--- config.mk ---
export PLATFORM = sky130hd
export DESIGN_NAME = pscl_strap_loader
export DESIGN_NICKNAME = d
export VERILOG_FILES = /design/src/pscl_pkg.sv /design/src/pscl_strap_loader.sv
export VERILOG_INCLUDE_DIRS = /design/src
export SDC_FILE = /design/constraint.sdc
export NUM_CORES = 1
export LEC_CHECK = 0
export BUFFER_PORTS_ARGS = -buffer_cell sky130_fd_sc_hd__buf_2
export CAP_MARGIN = 20
export CORE_MARGIN = 1.5
export CORE_UTILIZATION = 48
export DETAILED_ROUTE_END_ITERATION = 8
export PLACE_DENSITY_LB_ADDON = 0.12
export SLEW_MARGIN = 0
export SYNTH_ARGS = -nofsm -noshare
export SYNTH_HDL_FRONTEND = slang
export SYNTH_SLANG_ARGS = --single-unit
export TNS_END_PERCENT = 50
--- constraint.sdc ---
create_clock -name i_clk_sys -period 2.28 [get_ports i_clk_sys]
set_clock_uncertainty 0.05 [all_clocks]
set_input_delay 0.342 -clock i_clk_sys [delete_from_list [all_inputs] [get_ports i_clk_sys]]
set_output_delay 0.342 -clock i_clk_sys [all_outputs]
set_load 0.05 [all_outputs]
--- src/pscl_map.svh ---
`ifndef PSCL_MAP_SVH
`define PSCL_MAP_SVH
`define PSCL_ADDR_W 5
`define PSCL_ADDR_RESET 5'h00
`define PSCL_MODE_RESET 3'h0
`define PSCL_MODE_10HD 3'h0
`define PSCL_MODE_10FD 3'h1
`define PSCL_MODE_100HD 3'h2
`define PSCL_MODE_100FD 3'h3
`define PSCL_MODE_AN100HD 3'h4
`define PSCL_MODE_REPEATER 3'h5
`define PSCL_MODE_PWRDN 3'h6
`define PSCL_MODE_ALL 3'h7
`define PSCL_ADV_100HD 4'h4
`define PSCL_ADV_ALL 4'hF
`define PSCL_ADV_RESET 4'hF
`define PSCL_CTL_RESET 4'h0
`endif

--- src/pscl_pkg.sv ---
`include "pscl_map.svh"
package pscl_pkg;
    // control bits 13,12,10,8 of the basic control register
    typedef struct packed {
        logic speed_100;
        logic autoneg_en;
        logic power_down;
        logic full_duplex;
    } pscl_ctl_s;
    // strap levels as sensed on the shared receive pins
    typedef struct packed {
        logic rxer_addr;
        logic crs_dv_mode2;
        logic rxd1_mode1;
        logic rxd0_mode0;
    } pscl_strap_s;
    // management write requests into the config registers
    typedef struct packed {
        logic addr_we;
        logic [4:0] addr;
        logic mode_we;
        logic [2:0] mode;
        logic ctl_we;
        logic [3:0] ctl;
        logic adv_we;
        logic [3:0] adv;
        logic soft_reset;
    } pscl_wr_s;
    typedef enum logic [1:0] {
        PSCL_ST_RESET = 2'b00,
        PSCL_ST_SETTLE = 2'b01,
        PSCL_ST_RUN = 2'b10
    } pscl_state_e;
endpackage : pscl_pkg

--- src/pscl_strap_loader.sv ---
`timescale 1ns/10ps
`include "pscl_map.svh"
module pscl_strap_loader (
    input wire logic i_clk_sys,
    input wire logic i_rst_b,
    input wire logic i_pin_reset_n,
    input wire pscl_pkg::pscl_strap_s i_strap_pins,
    input wire pscl_pkg::pscl_wr_s i_mgmt_wr,
    input wire logic [4:0] i_frame_addr,
    input wire logic i_frame_valid,
    output logic [4:0] o_management_address_field,
    output logic [2:0] o_mode,
    output pscl_pkg::pscl_ctl_s o_ctl,
    output logic [3:0] o_adv,
    output logic o_repeater,
    output logic o_crs_on_tx,
    output logic o_frame_match,
    output logic [10:0] o_scrambler_seed,
    output logic o_strap_pins_oe,
    output logic o_core_reset
);
    import pscl_pkg::*;

    // pins come from the board: two flops before use
    pscl_strap_s strap_meta;
    pscl_strap_s strap_sync;
    logic prst_meta;
    logic prst_sync;

    pscl_state_e state;
    pscl_state_e next_state;
    logic [4:0] addr;
    logic [4:0] next_addr;
    logic [2:0] mode;
    logic [2:0] next_mode;
    pscl_ctl_s ctl;
    pscl_ctl_s next_ctl;
    logic [3:0] adv;
    logic [3:0] next_adv;
    logic match;
    logic next_match;
    logic core_rst;
    logic next_core_rst;

    always_ff @(posedge i_clk_sys or negedge i_rst_b) begin
        if (!i_rst_b) begin
            strap_meta <= '0;
            strap_sync <= '0;
            prst_meta <= 1'b0;
            prst_sync <= 1'b0;
        end else begin
            strap_meta <= i_strap_pins;
            strap_sync <= strap_meta;
            prst_meta <= i_pin_reset_n;
            prst_sync <= prst_meta;
        end
    end

    // decoded defaults for a mode code
    function automatic pscl_ctl_s mode_ctl(input logic [2:0] m, input pscl_ctl_s cur);
        pscl_ctl_s c;
        c = cur;
        unique case (m)
            `PSCL_MODE_10HD: c = 4'b0000;
            `PSCL_MODE_10FD: c = 4'b0001;
            `PSCL_MODE_100HD: c = 4'b1000;
            `PSCL_MODE_100FD: c = 4'b1001;
            `PSCL_MODE_AN100HD: c = 4'b1100;
            `PSCL_MODE_REPEATER: c = 4'b1100;
            `PSCL_MODE_PWRDN: c.power_down = 1'b1;
            // don't-care speed/duplex kept at their current value
            `PSCL_MODE_ALL: begin
                c.autoneg_en = 1'b1;
                c.power_down = 1'b0;
            end
        endcase
        return c;
    endfunction : mode_ctl

    function automatic logic [3:0] mode_adv(input logic [2:0] m, input logic [3:0] cur);
        logic [3:0] a;
        a = cur;
        if (m == `PSCL_MODE_AN100HD || m == `PSCL_MODE_REPEATER) begin
            a = `PSCL_ADV_100HD;
        end else if (m == `PSCL_MODE_ALL) begin
            a = `PSCL_ADV_ALL;
        end
        return a;
    endfunction : mode_adv

    always_comb begin
        next_state = state;
        next_addr = addr;
        next_mode = mode;
        next_ctl = ctl;
        next_adv = adv;
        next_core_rst = core_rst;
        next_match = i_frame_valid && (i_frame_addr == addr);
        unique case (state)
            // pin reset held: pins are inputs, core held
            PSCL_ST_RESET: begin
                next_core_rst = 1'b1;
                if (prst_sync) begin
                    next_state = PSCL_ST_SETTLE;
                end
            end
            // release edge: latch straps and load defaults
            PSCL_ST_SETTLE: begin
                next_addr = {4'h0, strap_sync.rxer_addr};
                next_mode = {strap_sync.crs_dv_mode2, strap_sync.rxd1_mode1,
                             strap_sync.rxd0_mode0};
                next_ctl = mode_ctl(next_mode, ctl);
                next_adv = mode_adv(next_mode, adv);
                next_core_rst = 1'b0;
                next_state = PSCL_ST_RUN;
            end
            PSCL_ST_RUN: begin
                if (i_mgmt_wr.addr_we) begin
                    next_addr = i_mgmt_wr.addr;
                end
                if (i_mgmt_wr.mode_we) begin
                    next_mode = i_mgmt_wr.mode;
                end
                if (i_mgmt_wr.ctl_we) begin
                    next_ctl = i_mgmt_wr.ctl;
                end
                if (i_mgmt_wr.adv_we) begin
                    next_adv = i_mgmt_wr.adv;
                end
                // soft reset reapplies the register mode field, never the straps
                if (i_mgmt_wr.soft_reset) begin
                    next_ctl = mode_ctl(next_mode, next_ctl);
                    next_adv = mode_adv(next_mode, next_adv);
                    if (next_mode != `PSCL_MODE_PWRDN) begin
                        next_ctl.power_down = 1'b0;
                    end
                end
                if (!prst_sync) begin
                    next_state = PSCL_ST_RESET;
                end
            end
            default: next_state = PSCL_ST_RESET;
        endcase
    end

    always_ff @(posedge i_clk_sys or negedge i_rst_b) begin
        if (!i_rst_b) begin
            // power-on: start from reset state; straps latched on its release
            state <= PSCL_ST_RESET;
            addr <= `PSCL_ADDR_RESET;
            mode <= `PSCL_MODE_RESET;
            ctl <= `PSCL_CTL_RESET;
            adv <= `PSCL_ADV_RESET;
            match <= 1'b0;
            core_rst <= 1'b1;
        end else begin
            state <= next_state;
            addr <= next_addr;
            mode <= next_mode;
            ctl <= next_ctl;
            adv <= next_adv;
            match <= next_match;
            core_rst <= next_core_rst;
        end
    end

    assign o_management_address_field = addr;
    assign o_mode = mode;
    assign o_ctl = ctl;
    assign o_adv = adv;
    assign o_repeater = (mode == `PSCL_MODE_REPEATER);
    // carrier sense on transmit only in half duplex, never for repeater
    assign o_crs_on_tx = !ctl.full_duplex && !o_repeater;
    assign o_frame_match = match;
    // address in low bits gives each device its own scrambler phase
    assign o_scrambler_seed = {6'h01, addr};
    assign o_strap_pins_oe = (state == PSCL_ST_RUN);
    assign o_core_reset = core_rst;
endmodule : pscl_strap_loader

==> metrics.yaml <==
status: "finished clean"
die_area_sq_mm: 0.003837
synth_fa_ha_area_share_pct: 2.251
clk_latency_ns: 0.33
finalHoldViolCount: 0
routed_wl_mm: 3.646
overflow: 0
dp_slack_ns: 0.4446
drtIter0Drc: 64
synth_mux_area_share_pct: 7.952
drtPass1Iterations: 4
antenna_left: 0
finalCritPeriodShare_pct: 83.95
synth-seq-area-share_pct: 45.39
syn_area_sq_mm: 0.001668
worstSetupPathType: "reg -> out"
final_nets: 257
synth_edf_count: 0
finalSetupViolCount: 0
synth_top_area_share_pct: 37.51
syn2layout_area_growth_pct: 21.38
routedWlPerCell_microns: 13.66
yosysTopAreaCell: "dfrtp_1"
slew_headroom_pct: 57.27
n_fill_cell: 309
rows: 21
postCtsSetupRepairBufs: 0
grt_max_degree: 31
min_path_type: "in -> reg"
numClockSinks: 30
setup_tns_ns: 0
end_kind: "primary output"
grt_pass1_wl_mm: 5.623
cp_data_required_time_ns: 1.89
dieHeight_microns: 61.95
fp.coreArea_sq_mm: 0.003337
fin_ws_ns: 0.3659
ioPinCount: 66
max_freq_mhz: 522.4
layout_min_cycle_time_ns: 1.914
dp_hpwl_mm: 2.676
drc: 0
powerDensity_mw_per_mm2: 1473
antenna_found_initial: 0
yosysWarnings: 0
r2r_slack_ns: 0.39
synth-main-ff-cell: "dfrtp_1"
cts_tree: "done"
crit_buf_inv: 3
drive_gt1_share_pct: 36.65
peakVddDrop_uv: 809.9
start_kind: "register"
portBuffers: 59
cts_buffers: 5
synth-async-reset-ratio_pct: 100.0
cap_viol_max_count: 0
initial_utilization_pct: 49.98
via_per_inst: 5.401
maxSlewViolCount: 0
clock_path_buffers: 2
cts_max_level: 2
avgSynthCellArea_sq_um: 10.11
synthXorXnorAreaFrac_pct: 2.626
synth-simple-area-share_pct: 14.40
first_global_vias: 1243
ys_types: 46
clockRootBuffer: "clkbuf_4"
netlist_instances: 165
synth_compound_area_share_pct: 18.53
arrival_ns: 1.52
cpMaxStageDelayCell: "dfrtp_1"
die_w_microns: 61.95
synth_top_family_by_area: "compound AO/OA/AOI/OAI gates"
grt_use_total_pct: 20.17
ys_ff_latch: 30
crit_chain: "inv_1 -> ha_1 -> buf_4 -> buf_2"
num_vias: 1442
worst_slew_pin_slew_ns: 0.6409
critical_path.max_stage_delay_ns: 0.42
worstPathMaxFanout: 16
globalplace.congestion: 0.7978
critPathTopFamily: "buffers and inverters"
cts_hold_buf: 1
diodes: 0
clkTransAtPathRegs_ns: 0.10
p_leak_nw: 0.9846
netlist_top_cells_area: "dfrtp_1 38%, dfstp_2 7.9%, mux2i_1 6.6%"
rsz0062_at_grt: "false"
post_cts_resized: 0
==> worst paths after layout <==
kind,start,end,cells past startpoint
min in group asynchronous,i_rst_b,o_frame_match,2
max,state[0],o_strap_pins_oe,4
max in group asynchronous,i_rst_b,o_ctl[3],2
min,i_strap_pins[3],strap_meta[3],1
min reg2reg,strap_meta[0],strap_sync[0],0
max reg2reg,state[1],o_adv[1],6
==> power breakdown <==
part	internal, mW	leakage, nW	switching [mW]	total (mW)
clock	0.262	0.0455	0.193	0.454
combinational	0.491	0.585	1.16	1.65
sequential	0.725	0.354	0.156	0.881
==> cell type report <==
class | count | area [sq um] | share of cell area, %
multi-input combinational | 115 | 785.8 | 38.81
sequential | 30 | 757.0 | 37.39
timing repair buffer | 61 | 312.8 | 15.45
tap | 46 | 57.56 | 2.843
clock buffer | 7 | 55.05 | 2.719
clock inverter | 1 | 30.03 | 1.483
inverter | 7 | 26.28 | 1.298
==> state kept, by name (all words and copies together), names as in the netlist, 2 cells and up <==
| signal | count |
|---|---|
| state | 2 |
| strap_meta | 4 |
| o_mode | 3 |
| o_ctl | 4 |
| o_management_address_field | 5 |
| o_adv | 4 |
| strap_sync | 4 |
==> placed cells by master, fill, tap and decap left out, types with 6 or more instances in the layout <==
cell type and count:
inv_1 7, mux2i_1 11, a21oi_1 7, buf_2 59, o21ai_0 11, conb_1 6
o22ai_1 6, nor2_1 10, dfrtp_1 25, nand2_1 10
==> routing by layer <==
layer	wire length, microns	GRT usage [%]	vias to the layer above
li1	-	-	686
met1	1612	26.72	696
met2	1757	31.55	53
met3	227	5.590	7
met4	50	7.599	0
met5	0	0	-
==> cells by family (layout without fill, tap and decap cells) <==
| kind of cell | count (synthesis) | count (layout) |
|---|---|---|
| buf+inv | 24 | 76 |
| fa+ha+maj | 3 | 3 |
| mux | 13 | 13 |
| compound gates | 44 | 44 |
| flops | 30 | 30 |
| simple gates | 44 | 44 |
| xor+xnor | 5 | 5 |
| other cells | 2 | 6 |
==> metrics by stage <==
step | hold WS [ns] | total power, mW | utilization, % | std cells | area [sq um]
finish | 0.04944 | 2.983 | 60.67 | 267 | 2024
global route | 0.03617 | 3.161 | 60.67 | 267 | 2024
CTS | 0.04106 | 2.994 | 60.67 | 267 | 2024
detailed placement | 0.2847 | 2.534 | 57.82 | 258 | 1929
global placement | 0.2828 | 2.495 | 57.82 | 258 | 1929
floorplan | -0.003591 | 2.200 | - | 169 | 1683
==> cells in the mapped netlist, types with 4 or more instances <==
master / count
o22ai_1: 6
nand3_1: 4
inv_1: 7
dfstp_2: 5
nand3b_1: 4
mux2i_1: 11
nand2_1: 10
o21ai_0: 11
a21oi_1: 7
nor2_1: 10
buf_4: 11
xor2_1: 4
dfrtp_1: 25
Power figures use the tool's default switching activity.
